### src/hw/ptm_regs.vh
// Register offsets, attribute bit positions and reset values of the target mode decoder
`ifndef PTM_REGS_VH
`define PTM_REGS_VH

// ==========================================================
// Register byte offsets (word aligned)
`define PTM_AW 8
`define PTM_OFS_CTRL 8'h00
`define PTM_OFS_MODE 8'h04
`define PTM_OFS_TARGET 8'h08
`define PTM_OFS_CFG 8'h0C
`define PTM_OFS_SPEED 8'h10
`define PTM_OFS_CMD 8'h14
`define PTM_OFS_STATUS 8'h18
`define PTM_OFS_ACT_TGT 8'h1C
`define PTM_OFS_SETPOS 8'h20
`define PTM_OFS_ACT_SPD 8'h24

// ==========================================================
// Control word bits
`define PTM_CW_IMM 5
`define PTM_CW_REL 6
`define PTM_CW_SHORT 11
`define PTM_CW_CCW 12

// ==========================================================
// Telegram 9 mode word bits
`define PTM_MW_REL 0
`define PTM_MW_CW 1
`define PTM_MW_CCW 2

// ==========================================================
// Configuration and command bits
`define PTM_CFG_TG9 0
`define PTM_CFG_TURN 1
`define PTM_CFG_POLNEG 2
`define PTM_CMD_START 0

// ==========================================================
// Reset values
`define PTM_RST_WORD16 16'h0000
`define PTM_RST_WORD32 32'h0000_0000
`define PTM_RST_CFG 3'h0

`endif

### src/hw/ptm_ahb_if.v
// AHB-Lite slave front end: captures address phase, issues register strobes
`timescale 1ns/1ps
`default_nettype none
`include "ptm_regs.vh"

module ptm_ahb_if (
  // Clock and reset
  input wire hclk,
  input wire hresetn,
  // AHB-Lite slave side
  input wire hsel,
  input wire [31:0] haddr,
  input wire [1:0] htrans,
  input wire hwrite,
  input wire [2:0] hsize,
  input wire [31:0] hwdata,
  input wire hready,
  output wire hreadyout,
  output reg [31:0] hrdata,
  output wire hresp,
  // Register file side
  output wire wr_en,
  output wire [`PTM_AW-1:0] wr_addr,
  output wire [31:0] wr_data,
  output wire [`PTM_AW-1:0] rd_addr,
  input wire [31:0] rd_data
);

  reg wr_pend_r;
  reg [`PTM_AW-1:0] wr_addr_r;
  wire take;

  // ==========================================================
  // Address phase
  // Only whole-word transfers are expected; hsize is not checked
  assign take = hsel & hready & htrans[1];
  assign rd_addr = haddr[`PTM_AW-1:0];

  // Write address held into the data phase
  always @(posedge hclk or negedge hresetn) begin
    if (!hresetn) begin
      wr_pend_r <= 1'b0;
      wr_addr_r <= {`PTM_AW{1'b0}};
    end else begin
      wr_pend_r <= take & hwrite;
      if (take) begin
        wr_addr_r <= haddr[`PTM_AW-1:0];
      end
    end
  end

  // Read data registered so it stands for the whole data phase
  always @(posedge hclk or negedge hresetn) begin
    if (!hresetn) begin
      hrdata <= 32'h0000_0000;
    end else if (take & ~hwrite) begin
      hrdata <= rd_data;
    end
  end

  // ==========================================================
  // Data phase: zero wait states, always OKAY
  assign wr_en = wr_pend_r;
  assign wr_addr = wr_addr_r;
  assign wr_data = hwdata;
  assign hreadyout = 1'b1;
  assign hresp = 1'b0;

endmodule // ptm_ahb_if
`default_nettype wire

### src/hw/ptm_attr_decode.v
// Decodes positioning attributes from control word or telegram 9 mode word
`timescale 1ns/1ps
`default_nettype none
`include "ptm_regs.vh"

module ptm_attr_decode (
  // Command words
  input wire [15:0] ctrl_word,
  input wire [15:0] mode_word,
  // Configuration
  input wire tg9_sel,
  input wire turntable,
  input wire value_neg,
  // Decoded attributes
  output reg rel,
  output reg immediate,
  output reg shortest,
  output reg ccw
);

  // ==========================================================
  // Attribute decode
  always @* begin
    // absolute or relative from control word; telegram 9 bit 0
    rel = tg9_sel ? mode_word[`PTM_MW_REL] : ctrl_word[`PTM_CW_REL];
    // telegram 9 cannot ask for immediate start
    immediate = tg9_sel ? 1'b0 : ctrl_word[`PTM_CW_IMM];
    shortest = 1'b0;
    ccw = 1'b0;
    if (turntable & rel) begin
      ccw = value_neg;
    end else if (turntable) begin
      if (tg9_sel) begin
        // bit1 cw, bit2 ccw, none shortest
        shortest = ~(mode_word[`PTM_MW_CW] | mode_word[`PTM_MW_CCW]);
        ccw = mode_word[`PTM_MW_CCW] & ~mode_word[`PTM_MW_CW];
      end else begin
        shortest = ctrl_word[`PTM_CW_SHORT];
        // bit 12 picks cw or ccw
        ccw = ~ctrl_word[`PTM_CW_SHORT] & ctrl_word[`PTM_CW_CCW];
      end
    end
  end

endmodule // ptm_attr_decode
`default_nettype wire

### src/hw/ptm_top.v
// Positioning target mode decoder: register file, attribute capture and move sequencing
//
// Functional notes
// - Absolute: target equals commanded value
// - Relative: previous target plus commanded value
// - Telegram 9 bit 0 selects relative
// - Relative turntable: sign gives direction only
// - After-completion start waits for active move
// - Immediate start aborts move, starts new
// - Turntable movement choice only when absolute
// - Bit 11 clear: configured rotation direction
// - Bit 11 set: shortest path
// - Defined direction, bit 12 clear: clockwise
// - Defined direction, bit 12 set: counter-clockwise
// - Telegram 9 bits 1/2: cw, ccw, shortest
// - Negative polarity inverts direction globally
// - Speed sign never sets direction
// - Pending after-completion commands not queued, latest wins
// - Absolute turntable target at setpoint: no move
`timescale 1ns/1ps
`default_nettype none
`include "ptm_regs.vh"

module ptm_top (
  // Clock and reset
  input wire hclk,
  input wire hresetn,
  // AHB-Lite slave
  input wire hsel,
  input wire [31:0] haddr,
  input wire [1:0] htrans,
  input wire hwrite,
  input wire [2:0] hsize,
  input wire [31:0] hwdata,
  input wire hready,
  output wire hreadyout,
  output wire [31:0] hrdata,
  output wire hresp,
  // Motion controller side (same clock)
  input wire move_done,
  input wire [31:0] setpoint_pos,
  output wire move_start,
  output wire move_abort,
  output reg [31:0] move_target,
  output reg move_ccw,
  output reg move_shortest,
  output reg move_rel,
  output reg [31:0] move_speed,
  output wire move_busy
);

  // ==========================================================
  // Sequencer states
  localparam ST_IDLE = 1'b0;
  localparam ST_RUN = 1'b1;

  // Bus strobes
  wire wr_en;
  wire [`PTM_AW-1:0] wr_addr;
  wire [31:0] wr_data;
  wire [`PTM_AW-1:0] rd_addr;
  reg [31:0] rd_data;

  // Software registers
  reg [15:0] ctrl_r;
  reg [15:0] mode_r;
  reg [31:0] value_r;
  reg [2:0] cfg_r;
  reg [31:0] speed_r;

  // Sequencer state
  reg state_r;
  reg state_nxt;
  reg pend_r;
  reg pend_nxt;
  reg [31:0] pend_val_r;
  reg pend_rel_r;
  reg pend_short_r;
  reg pend_ccw_r;
  reg start_r;
  reg abort_r;
  reg nomove_r;

  // Decoder outputs
  wire dec_rel;
  wire dec_imm;
  wire dec_short;
  wire dec_ccw;

  // Launch selection
  wire cmd;
  wire launch_cmd;
  wire launch_pend;
  wire launch;
  reg [31:0] l_val;
  reg l_rel;
  reg l_short;
  reg l_ccw;
  wire [31:0] l_target;
  wire l_nomove;
  wire [31:0] speed_mag;

  // ==========================================================
  // Bus front end
  ptm_ahb_if u_bus (
    .hclk(hclk),
    .hresetn(hresetn),
    .hsel(hsel),
    .haddr(haddr),
    .htrans(htrans),
    .hwrite(hwrite),
    .hsize(hsize),
    .hwdata(hwdata),
    .hready(hready),
    .hreadyout(hreadyout),
    .hrdata(hrdata),
    .hresp(hresp),
    .wr_en(wr_en),
    .wr_addr(wr_addr),
    .wr_data(wr_data),
    .rd_addr(rd_addr),
    .rd_data(rd_data)
  );

  // ==========================================================
  // Attribute decode of the live command words
  ptm_attr_decode u_dec (
    .ctrl_word(ctrl_r),
    .mode_word(mode_r),
    .tg9_sel(cfg_r[`PTM_CFG_TG9]),
    .turntable(cfg_r[`PTM_CFG_TURN]),
    .value_neg(value_r[31]),
    .rel(dec_rel),
    .immediate(dec_imm),
    .shortest(dec_short),
    .ccw(dec_ccw)
  );

  // ==========================================================
  // Register writes
  always @(posedge hclk or negedge hresetn) begin
    if (!hresetn) begin
      ctrl_r <= `PTM_RST_WORD16;
      mode_r <= `PTM_RST_WORD16;
      value_r <= `PTM_RST_WORD32;
      cfg_r <= `PTM_RST_CFG;
      speed_r <= `PTM_RST_WORD32;
    end else if (wr_en) begin
      case (wr_addr)
        `PTM_OFS_CTRL: ctrl_r <= wr_data[15:0];
        `PTM_OFS_MODE: mode_r <= wr_data[15:0];
        `PTM_OFS_TARGET: value_r <= wr_data;
        `PTM_OFS_CFG: cfg_r <= wr_data[2:0];
        `PTM_OFS_SPEED: speed_r <= wr_data;
        default: ;
      endcase
    end
  end

  // Start command: a write of 1 to the start bit of the command register
  assign cmd = wr_en & (wr_addr == `PTM_OFS_CMD) & wr_data[`PTM_CMD_START];

  // ==========================================================
  // Launch decision
  // immediate start goes out at once
  // after-completion waits while a move runs
  assign launch_cmd = cmd & (dec_imm | (state_r == ST_IDLE) | move_done);
  // Latest command wins over a stored one in the done cycle
  assign launch_pend = pend_r & move_done & ~cmd;
  assign launch = launch_cmd | launch_pend;

  // Source of the attributes for the launched move
  always @* begin
    if (launch_cmd) begin
      l_val = value_r;
      l_rel = dec_rel;
      l_short = dec_short;
      l_ccw = dec_ccw;
    end else begin
      l_val = pend_val_r;
      l_rel = pend_rel_r;
      l_short = pend_short_r;
      l_ccw = pend_ccw_r;
    end
  end

  // absolute load; add to previous target
  assign l_target = l_rel ? move_target + l_val : l_val;
  assign l_nomove = cfg_r[`PTM_CFG_TURN] & ~l_rel & (l_val == setpoint_pos);
  // only the speed magnitude is used
  assign speed_mag = speed_r[31] ? (~speed_r + 32'h0000_0001) : speed_r;

  // ==========================================================
  // Sequencer next state
  always @* begin
    state_nxt = state_r;
    pend_nxt = pend_r;
    case (state_r)
      ST_IDLE: begin
        pend_nxt = 1'b0;
        if (launch & ~l_nomove) begin
          state_nxt = ST_RUN;
        end
      end
      ST_RUN: begin
        if (launch) begin
          pend_nxt = 1'b0;
          if (l_nomove) begin
            state_nxt = ST_IDLE;
          end
        end else if (move_done) begin
          state_nxt = ST_IDLE;
        end
        // a waiting command overwrites the stored one
        if (cmd & ~launch_cmd) begin
          pend_nxt = 1'b1;
        end
      end
      default: begin
        state_nxt = ST_IDLE;
        pend_nxt = 1'b0;
      end
    endcase
  end

  // ==========================================================
  // Sequencer registers and pending snapshot
  always @(posedge hclk or negedge hresetn) begin
    if (!hresetn) begin
      state_r <= ST_IDLE;
      pend_r <= 1'b0;
      pend_val_r <= `PTM_RST_WORD32;
      pend_rel_r <= 1'b0;
      pend_short_r <= 1'b0;
      pend_ccw_r <= 1'b0;
      start_r <= 1'b0;
      abort_r <= 1'b0;
      nomove_r <= 1'b0;
    end else begin
      state_r <= state_nxt;
      pend_r <= pend_nxt;
      start_r <= launch & ~l_nomove;
      // running move aborted by an immediate command
      abort_r <= launch_cmd & dec_imm & (state_r == ST_RUN) & ~move_done;
      if (launch) begin
        nomove_r <= l_nomove;
      end
      // attributes frozen when the command is taken
      if (cmd & ~launch_cmd) begin
        pend_val_r <= value_r;
        pend_rel_r <= dec_rel;
        pend_short_r <= dec_short;
        pend_ccw_r <= dec_ccw;
      end
    end
  end

  // ==========================================================
  // Move outputs, loaded only at launch
  always @(posedge hclk or negedge hresetn) begin
    if (!hresetn) begin
      move_target <= `PTM_RST_WORD32;
      move_ccw <= 1'b0;
      move_shortest <= 1'b0;
      move_rel <= 1'b0;
      move_speed <= `PTM_RST_WORD32;
    end else if (launch) begin
      // target update even when no motion follows
      move_target <= l_target;
      move_ccw <= l_ccw ^ cfg_r[`PTM_CFG_POLNEG];
      move_shortest <= l_short;
      move_rel <= l_rel;
      move_speed <= speed_mag;
    end
  end

  assign move_start = start_r;
  assign move_abort = abort_r;
  assign move_busy = (state_r == ST_RUN);

  // ==========================================================
  // Read mux; unmapped offsets read as zero
  always @* begin
    case (rd_addr)
      `PTM_OFS_CTRL: rd_data = {16'h0000, ctrl_r};
      `PTM_OFS_MODE: rd_data = {16'h0000, mode_r};
      `PTM_OFS_TARGET: rd_data = value_r;
      `PTM_OFS_CFG: rd_data = {29'h0000_0000, cfg_r};
      `PTM_OFS_SPEED: rd_data = speed_r;
      `PTM_OFS_STATUS: rd_data = {26'h000_0000, nomove_r, move_rel, move_shortest, move_ccw, pend_r, move_busy};
      `PTM_OFS_ACT_TGT: rd_data = move_target;
      `PTM_OFS_SETPOS: rd_data = setpoint_pos;
      `PTM_OFS_ACT_SPD: rd_data = move_speed;
      default: rd_data = 32'h0000_0000;
    endcase
  end

endmodule // ptm_top
`default_nettype wire
### config.mk
export PLATFORM = sky130hd
export DESIGN_NAME = ptm_top
export DESIGN_NICKNAME = d
export VERILOG_FILES = /design/src/hw/ptm_ahb_if.v /design/src/hw/ptm_attr_decode.v /design/src/hw/ptm_top.v
export VERILOG_INCLUDE_DIRS = /design/src /design/src/hw
export SDC_FILE = /design/constraint.sdc
export NUM_CORES = 1
export LEC_CHECK = 0
export BUFFER_PORTS_ARGS = -buffer_cell sky130_fd_sc_hd__buf_2
export CORE_MARGIN = 4
export CORE_UTILIZATION = 50
export CTS_CLUSTER_DIAMETER = 60
export DETAILED_ROUTE_END_ITERATION = 8
export PLACE_DENSITY_LB_ADDON = 0.12
export SLEW_MARGIN = 20
export SYNTH_ARGS = -nofsm -noshare
export SYNTH_HDL_FRONTEND = slang
export SYNTH_SLANG_ARGS = --single-unit
### constraint.sdc
create_clock -name hclk -period 11.65 [get_ports hclk]
set_input_delay 2.33 -clock hclk [delete_from_list [all_inputs] [get_ports hclk]]
set_output_delay 2.33 -clock hclk [all_outputs]
set_load 0.01 [all_outputs]
==> metrics.txt, run 1 <==
outcome=finished clean; main combinational cell family by area after synthesis=compound AO/OA/AOI/OAI gates; fin. max-slew vios=0; die area=0.02960 mm2; core area=0.02628 mm2; Detail Route Antenna Nets=0; Synth area leaders=dfrtp_1, mux2_2, nand2_1, o21ai_0, ha_1; CP endpoint kind=flop; row cnt=59; worst path arrival time=7000 ps; sequential fraction of the synthesis area=0.4594; first-pass GRT wire length=65430 um; FFs w/ async S/R, synth=1.000; CP startpoint kind=input pin; Leak=0.007980 uW; initial antenna violation count=1; syn_nets=1526; H-tree levels=1; final period utilization=0.5671; vias per cell=6.058; critical path class=input pin to flop; Hold Path Class=flop to flop; top-area cell type share of the netlist area=0.4594; drt initial violations=1317; ys flop type=dfrtp_1; fmax=0.1514 GHz; hold_buf cts=0; drt wl/cell=22.59 um; area grow syn2layout=16.66%; TritonCTS Sinks=247; clk_lat worst skew=560 ps; Post-synth EDFFs=0; cells after synthesis=1383; vias in the first global route=11050; final net count=1683; setup violators final=0; share of cells above drive strength 1=0.2413; drt pass-1 iters=7; largest net degree at the start of global routing=130; Die Span Y=172.0 um; placed cells=1841; total CTS buffers=29; Worst Path Required=12040 ps; library cells used by synthesis=59; simple-gate area share of the yosys netlist=0.1377; vias post-DR=11470; synthesized area per cell=9.729 um2; Yosys warnings=0; final wirelength=42790 um; Critical Path Fanout Max=39; CTS Buffer Depth=3; Fin Clk Skew=13.73 ps; Slew HR=0.2336; Synth Cell Area=0.01346 mm2; gr ovfl total=0; post-synth top area cell=dfrtp_1; CTS tree=built; Final Critical Period=6607 ps; synthesis-stage register bit count=247; mux contribution to synthesized area=0.1075; initial core utilization=0.5120; P per Cell Area=122.5 mW/mm2; register area=0.006181 mm2; IO buf count=180; fillcell total=2314; Worst Tran Pin Value=1140 ps; Layout Cells excl Fill=1894; Total GRT Usage=0.2871; Adder-Cell Fraction of Synth Area=0.03403; Max Cap Viol=0; Worst-path clk slew=60 ps; I/O pin count=211; sum of negative setup slack=0 ps; Hold Fails Final Rpt=0; compound-cell area share of the yosys netlist=0.1725; DRC=0; XOR/XNOR share of the synthesized area=0.05663; Placer Congestion=0.9118; Die Width=172.0 um; clock tree root driver cell=clkbuf_16; area of the multi-input gates=0.006930 mm2; DP Wirelength=30500 um; PostCTS Resize Cnt=0; VDD IR max=128.0 uV; setup bufs post-CTS=0; unrepaired setup endpoints after global routing=false
## logic make-up (layout without fill, tap and decap cells)
kind of cell               Yosys count  count (layout)
other                                2               3
DFF                                247             247
xor gates and xnor gates            87              87
and+or+nand+nor                    419             419
buffers and inverters              108             283
muxes                              130             130
AOI/OAI and AO/OA                  354             354
adders and majority gates           36              36
## routing by layer
metal  vias up  track usage  routed length (um)
li1       5276            -                   -
met1      5680       0.4215               18970
met2       467       0.4500               19450
met3        50      0.05464                3540
met4         0      0.05707                 835
met5         -            0                   0
## cells in the mapped netlist (8+ instances only)
library cell  count
nor2b_1           9
nor3_1           10
a21o_1           36
mux2_2          104
a21oi_1          68
mux2i_1          22
nand2_1         271
nor4_1           15
o21ai_0         109
a221oi_1         20
xnor2_1          40
a31oi_1          12
clkbuf_1         66
a22oi_1          35
or3_1            15
ha_1             35
xor2_1           47
a222oi_1         26
inv_1            31
nor2_1           45
dfrtp_1         247
nand3_1          10
o31ai_1          10
nand2b_1          8
nand4_1           9
## power breakdown
| group | total (uW) | switching [uW] | internal [uW] |
|---|---|---|---|
| sequential | 922 | 35.5 | 886 |
| combinational | 122 | 69.4 | 52.6 |
| clock | 879 | 363 | 517 |
## layout make-up
class                           count  area share
Tap cell                          335     0.02670
Antenna cell                        1   0.0001594
Multi-Input combinational cell   1028      0.4415
Clock buffer                       40     0.05269
Timing Repair Buffer              203     0.07190
Clock inverter                      9    0.005898
Sequential cell                   247      0.3938
Inverter                           31    0.007413
## stage by stage
step	instance area, um2	utilization	hold slack [ps]	setup WS (ps)	total power [uW]
2_1_floorplan	13460	-	438.5	5700	986.0
3_3_place_gp	14710	0.5597	448.5	4596	1053
3_5_place_dp	14710	0.5597	455.0	4571	1057
4_1_cts	15630	0.5946	467.9	5147	1935
5_1_grt	15700	0.5973	477.7	4726	1988
6_report	15700	0.5973	465.5	5043	1923
## placed cells by master, fill, tap and decap left out, types with 8 or more instances in the layout
| cell | Yosys | routed |
|---|---|---|
| nor3_1 | 10 | 8 |
| ha_1 | 35 | 35 |
| buf_4 | 2 | 20 |
| clkbuf_16 | 0 | 29 |
| a21oi_1 | 68 | 67 |
| mux2_2 | 104 | 104 |
| a222oi_1 | 26 | 26 |
| nand2_1 | 271 | 271 |
| mux2i_1 | 22 | 22 |
| nand3_1 | 10 | 10 |
| nor2_1 | 45 | 41 |
| xnor2_1 | 40 | 40 |
| a31oi_1 | 12 | 12 |
| xor2_1 | 47 | 47 |
| or3_1 | 15 | 15 |
| o21ai_0 | 109 | 108 |
| nor2b_1 | 9 | 9 |
| dfrtp_1 | 247 | 247 |
| a221oi_1 | 20 | 20 |
| nand2b_1 | 8 | 8 |
| nand4_1 | 9 | 9 |
| buf_2 | 5 | 179 |
| inv_1 | 31 | 31 |
| a21o_1 | 36 | 36 |
| o31ai_1 | 10 | 10 |
| a22oi_1 | 35 | 35 |
| nor4_1 | 15 | 9 |
## path summary, 6_finish.rpt
kind | depth (start not counted) | endpoint | slack [ps] | startpoint
max | 20 | move_target[26] | 5040 | move_done
min | 2 | pend_val_r[28] | 470 | pend_val_r[28]
max reg2reg | 19 | move_target[30] | 6450 | u_bus.wr_addr[1]
min reg2reg | 2 | pend_val_r[28] | 470 | pend_val_r[28]
max in group asynchronous | 3 | pend_val_r[24] | 8320 | hresetn
min in group asynchronous | 1 | u_bus.hrdata[7] | 1720 | hresetn
## sequential cells by signal, summed over array words and instances (netlist names), 3 cells and up
signal,count
mode_r,16
value_r,32
ctrl_r,16
u_bus.wr_addr,8
speed_r,32
cfg_r,3
u_bus.hrdata,32
move_speed,32
move_target,32
pend_val_r,32
## worst max-delay path, stage by stage
cell and delay, ps:
buf_2 130, nand2b_1 270, o2111ai_1 380, or3_4 610, mux2i_2 370, inv_1 80
ha_1 200, inv_1 70, fa_1 170, nor2b_1 60, o21ai_0 210, a21boi_0 150
o21a_1 220, o31ai_1 410, o31a_1 230, o21ai_0 240, a211oi_1 400, o21ai_0 170
xnor2_1 160, a21oi_1 90
Power figures use the tool's default switching activity.
==> run 2: changes to the inputs <==
Settings changed: ABC_AREA set to 1.
Clock period 11.65 ns to 6.1 ns, I/O delays scaled along.
==> metrics.txt, run 2 <==
Post-synth EDFFs=0 (unchanged); met3 usage=0.07906 (+0.02442); Fin Clk Skew=30.63 ps (+16.90 ps); Total GRT Usage=0.3289 (+0.04177); VDD IR max=200.9 uV (+57%); Critical Path Fanout Max=11 (-72%); cells after synthesis=1947 (+41%); Hold Fails Final Rpt=0 (unchanged); unrepaired setup endpoints after global routing=false; final period utilization=0.6548; pre-CTS WS=1512 ps (-3059 ps); top-area cell type share of the netlist area=0.4264 (-0.03295); FFs w/ async S/R, synth=1.000 (unchanged); critical path class=input pin to flop; worst r2r path cells=21 (+2); setup violators final=0 (unchanged); RR Endpoint=move_target[28]; synthesized area per cell=7.445 um2 (-23%); Worst Path Required=6550 ps (-5490 ps); initial core utilization=0.5064 (-0.005616); DP Wirelength=39630 um (+30%); gr ovfl total=0 (unchanged); Slew HR=0.2489 (+0.01529); sum of negative setup slack=0 ps (unchanged); outcome=finished clean; Net Sw Frac=0.2786 (+0.03547); row cnt=62 (+5.1%); global route hottest layer=met1; share of cells above drive strength 1=0.1411 (-0.1002); TritonCTS Sinks=247 (unchanged); M2 GR Usage=0.4608 (+0.01083); library cells used by synthesis=47 (-20%); register area=0.006181 mm2 (unchanged); Yosys warnings=0 (unchanged); Final Critical Period=3995 ps; CTS tree=built; Ant. Diodes=0 (-1); DRC=0 (unchanged); Hold Path Sink=u_bus.hrdata[2]; first-pass GRT wire length=79760 um (+22%); most frequent cells in the layout=nand2_1, o21ai_0, dfrtp_1, inv_1, buf_2; CTS Buffer Depth=3 (unchanged); clk_lat worst skew=580 ps (+20 ps); final net count=2238 (+33%); clock tree root driver cell=clkbuf_16; area of the multi-input gates=0.007166 mm2 (+3.4%); Placer Congestion=0.9829 (+7.8%); area grow syn2layout=15.42%; Worst Tran Pin Value=1124 ps (-16.17 ps); synthesis-stage register bit count=247 (unchanged); number of cells on the worst hold path=1 (-1); I/O pin count=211 (unchanged); setup ws final=2105 ps (-2938 ps); Synth Cell Area=0.01450 mm2 (+7.7%); CP startpoint kind=input pin; PostCTS Resize Cnt=0 (unchanged); H-tree levels=1 (unchanged); Leak=0.008645 uW (+8.3%); core area=0.02863 mm2 (+8.9%); worst path arrival time=4450 ps (-2550 ps); Internal Pwr Total=3057 uW (+110%); ys flop type=dfrtp_1; vias in the first global route=13470 (+22%); hold_buf cts=0 (unchanged); IO buf count=180 (unchanged); Die Span Y=178.3 um (+3.6%); met1 Use GR=0.5156 (+0.09408); total CTS buffers=31 (+6.9%); largest net degree at the start of global routing=118 (-9.2%); Sw Pwr=1181 uW (+150%); vias per cell=5.775 (-4.7%); fin. max-slew vios=0 (unchanged); Die Width=178.3 um (+3.6%); post-synth top area cell=dfrtp_1; final hold slack=473.2 ps (+7.659 ps); drt wl/cell=21.04 um (-6.9%); FF-to-FF setup slack=2180 ps (-4270 ps); fmax=0.2503 GHz; commonest non-fill, non-tap cell in the layout=nand2_1; Synth area leaders=dfrtp_1, nand2_1, o21ai_0, inv_1, nand3_1; drt pass-1 iters=5 (-2); syn_nets=2090 (+37%); Post-synth top cells=nand2_1, o21ai_0, dfrtp_1, inv_1, nor2_1; fillcell total=2721 (+18%); initial antenna violation count=0 (-1); final wirelength=52660 um (+23%); count leader, synth=nand2_1; RR Startpoint=cfg_r[0]; Seq pwr share=0.447 (-0.032); die area=0.03178 mm2 (+7.4%); CP endpoint kind=flop; sequential fraction of the synthesis area=0.4264 (-0.03295); vias post-DR=14460 (+26%); Max Cap Viol=0 (unchanged); hold path startpoint=u_bus.hrdata[2]; Detail Route Antenna Nets=0 (unchanged); Clk pwr share=0.446 (-0.011); combinational fraction of design power=0.108 (+0.045); P per Cell Area=253.3 mW/mm2 (+110%); setup bufs post-CTS=0 (unchanged); Worst-path clk slew=60 ps (about the same); drt initial violations=1778 (+35%); Hold Path Class=flop to flop
[run 2: worst max-delay path by stage]
stage | endpoint | from | slack [ps] | depth (start not counted)
after floorplan | move_target[28] | move_done | 2210 | 22
final | move_target[28] | move_done | 2110 | 21
after detailed placement | move_target[28] | move_done | 1510 | 21
after global routing | move_target[28] | move_done | 1790 | 21
after global placement | move_target[28] | move_done | 1570 | 21
after CTS | move_target[28] | move_done | 2100 | 21
[run 2: cells by family (layout without fill, tap and decap cells)]
logic type,after synthesis,after routing,share of synthesized area
AOI/OAI and AO/OA,471,471,0.1845
xor gates and xnor gates,45,45,0.02719
adders and majority gates,36,36,0.03159
buffers and inverters,292,464,0.08019
DFF,247,247,0.4264
muxes,3,3,0.002330
other,2,2,0.0005181
and+or+nand+nor,851,851,0.2472
[run 2: final cells by class]
cell class | count | area share
multi-input combinational | 1408 | 0.4283
sequential | 247 | 0.3695
timing repair buffer | 198 | 0.06327
clock buffer | 43 | 0.05445
inverter | 209 | 0.04689
tap | 384 | 0.02872
clock inverter | 14 | 0.008900
[run 2: power groups by stage]
stage	Clock [uW]	Sequential (uW)	Combinational, uW
floorplan	0	1880	270
global placement	0	1910	441
detailed placement	0	1910	450
CTS	1900	1890	453
global route	1990	1910	519
finish	1890	1890	456
[run 2: critical path, stage by stage]
cell,delay (ps)
buf_2,110
nor2_1,250
nand2_2,100
nand3_2,220
nand2_1,100
nand2_1,140
ha_1,190
inv_1,50
fa_1,390
inv_1,70
nand3_1,60
nand2_1,110
a21oi_1,110
o21ai_0,500
nand2_1,90
nand2_1,160
nand4_1,190
nand3_1,140
nand3_1,80
nand2_1,100
nand2_1,50
[run 2: layer usage]
metal | wire [um] | up-vias | share of wire
met4 | 1154 | 0 | 0.022
met3 | 5941 | 79 | 0.11
met5 | 0 | - | 0
met2 | 21560 | 744 | 0.41
li1 | - | 6807 | -
met1 | 24000 | 6826 | 0.46
[run 2: stage by stage]
stage | util | total power (uW) | cells | cell area (um2)
global route | 0.5844 | 4412 | 2503 | 16730
detailed placement | 0.5474 | 2365 | 2446 | 15670
floorplan | - | 2153 | 1947 | 14500
finish | 0.5844 | 4238 | 2503 | 16730
CTS | 0.5844 | 4239 | 2503 | 16730
global placement | 0.5474 | 2352 | 2446 | 15670
==> run 3: changes to the inputs <==
Clock period 6.1 ns to 3.77 ns, I/O delays scaled along.
==> metrics.txt, run 3 (same netlist as run 2, synthesis figures left out) <==
Fin Clk Skew=39.21 ps (+8.577 ps); post-route design area=0.01703 mm2 (+1.8%); row cnt=62 (unchanged); gr ovfl total=0 (unchanged); CP endpoint kind=flop; core area=0.02863 mm2 (unchanged); vias per cell=5.760 (-0.27%); DP Wirelength=40390 um (+1.9%); vias post-DR=14570 (+0.81%); area grow syn2layout=17.46%; initial core utilization=0.5064 (unchanged); P per Cell Area=412.9 mW/mm2 (+63%); clk_lat worst skew=520 ps (-60 ps); Critical Path Fanout Max=17 (+6); vias in the first global route=13500 (+0.26%); share of cells above drive strength 1=0.1514 (+0.01034); Leak=0.008802 uW (+1.8%); drt wl/cell=20.96 um (-0.36%); Die Span Y=178.3 um (unchanged); Worst Path Required=4120 ps (-2430 ps); critical path class=flop to flop; Clk pwr share=0.456 (+0.010); hold_buf cts=0 (unchanged); most frequent cells in the layout=nand2_1, o21ai_0, dfrtp_1, inv_1, buf_2; Slew HR=0.2027 (-0.04623); Net Sw Frac=0.2789 (about the same); final period utilization=0.9194; drt initial violations=1706 (-4.0%); IO buf count=180 (unchanged); Total GRT Usage=0.3303 (+0.001376); TritonCTS Sinks=247 (unchanged); Max stage delay on crit path=440 ps (-60 ps); setup violators final=0 (unchanged); most frequent CP cell=nand2_1; commonest non-fill, non-tap cell in the layout=nand2_1; Max Cap Viol=0 (unchanged); worst path cell trace=inv_2 -> nand2_2 -> nand2_2 -> nand3_2 -> buf_4 -> buf_4 -> nand2_1 -> nand2_2 -> ha_1 -> a21oi_1 -> o21ai_0 -> o21bai_2 -> nand2_1 -> nand2_1 -> nand3_1 -> nand2_1 -> nand2_1 -> nand2_1 -> o21ai_0 -> o21ai_0; Placer Congestion=0.9791 (-0.39%); Critical Path Slowest Stage Cell=dfrtp_1; final net count=2269 (+1.4%); Ant. Diodes=0 (unchanged); CP startpoint kind=flop; Seq pwr share=0.435 (-0.012); Hold Path Class=input pin to asynchronous set/reset pin; sum of negative setup slack=0 ps (unchanged); combinational fraction of design power=0.109 (about the same); initial antenna violation count=0 (unchanged); unrepaired setup endpoints after global routing=true; Worst-path clk slew=60 ps (about the same); final wirelength=53040 um (+0.71%); die area=0.03178 mm2 (unchanged); Final Critical Period=3466 ps; placed cell area=0.01591 mm2 (+1.5%); Die Width=178.3 um (unchanged); Worst Tran Pin Value=1193 ps (+69.17 ps); CTS tree=built; first-pass GRT wire length=79920 um (+0.19%); fin. max-slew vios=0 (unchanged); setup bufs post-CTS=0 (unchanged); drt pass-1 iters=5 (unchanged); Hold Fails Final Rpt=0 (unchanged); DRC=0 (unchanged); worst path arrival time=3810 ps (-640 ps); Sw Pwr=1961 uW (+66%); total CTS buffers=34 (+9.7%); VDD IR max=460.6 uV (+130%); Internal Pwr Total=5070 uW (+66%); outcome=finished clean; largest net degree at the start of global routing=90 (-24%); I/O pin count=211 (unchanged); H-tree levels=2 (+1); Detail Route Antenna Nets=0 (unchanged); clock tree root driver cell=clkbuf_16; fmax=0.2885 GHz; CTS Buffer Depth=3 (unchanged)
## run 3: cell types whose count changed in the layout (fill, tap and decap cells not counted), moves of 3 or more
cell	change
buf_4	+26
clkbuf_8	-6
clkbuf_1	+4
clkinv_2	-4
clkbuf_16	+3
## run 3: timing repair
item | 4_1_cts | 5_1_grt
endpoints found under the hold margin | 0 | 0
resized for setup | 0 | 5
endpoints found under the setup margin | 0 | 5
## run 3: power by group through the flow
stage / combinational (uW) / sequential [uW] / clock (uW)
3_5_place_dp: 751 / 3090 / 0
4_1_cts: 758 / 3050 / 3240
2_1_floorplan: 437 / 3050 / 0
3_3_place_gp: 732 / 3080 / 0
6_report: 769 / 3060 / 3200
5_1_grt: 862 / 3080 / 3360
## run 3: path summary, 6_finish.rpt
check | startpoint | endpoint | slack [ps] | cells past startpoint
setup / recovery | cfg_r[0] | move_target[30] | 300 | 20
hold / removal | hresetn | move_abort | 210 | 1
setup reg to reg | cfg_r[0] | move_target[30] | 300 | 20
hold reg to reg | u_bus.hrdata[2] | u_bus.hrdata[2] | 470 | 1
max in group asynchronous | hresetn | move_target[27] | 2580 | 2
min in group hclk | move_done | move_abort | 460 | 2
## run 3: layer usage
| layer | GRT usage | up-vias | share of wire |
|---|---|---|---|
| met2 | 0.4665 | 722 | 0.41 |
| met3 | 0.08309 | 75 | 0.11 |
| li1 | - | 6862 | - |
| met1 | 0.5127 | 6914 | 0.46 |
| met4 | 0.06844 | 0 | 0.020 |
| met5 | 0 | - | 0 |
## run 3: per-stage QoR
stage / total power, uW / utilization / setup slack (ps) / hold WS (ps) / std cells
2_1_floorplan: 3484 / - / 347.1 / 446.5 / 1947
3_3_place_gp: 3817 / 0.5556 / 67.08 / 457.2 / 2474
3_5_place_dp: 3844 / 0.5556 / 44.20 / 459.8 / 2474
4_1_cts: 7048 / 0.5942 / 326.0 / 262.9 / 2530
5_1_grt: 7297 / 0.5948 / -12.03 / 279.6 / 2530
6_report: 7031 / 0.5948 / 303.8 / 211.2 / 2530
## run 3: layout make-up
class / instances / area (um2)
fillers: 2679 / 11600
multi-input cells: 1408 / 7182
flip-flops and latches: 247 / 6181
repair buffers: 226 / 1294
clock buffers: 44 / 918.4
inverters: 209 / 784.5
well taps: 384 / 480.5
clock inverters: 12 / 186.4
## run 3: critical path, delay by kind of cell (launching register included)
family | cells | cell delay (ps)
fa+ha+maj | 1 | 360
simple gates | 11 | 1190
flops | 1 | 440
buf+inv | 3 | 580
compound gates | 5 | 720
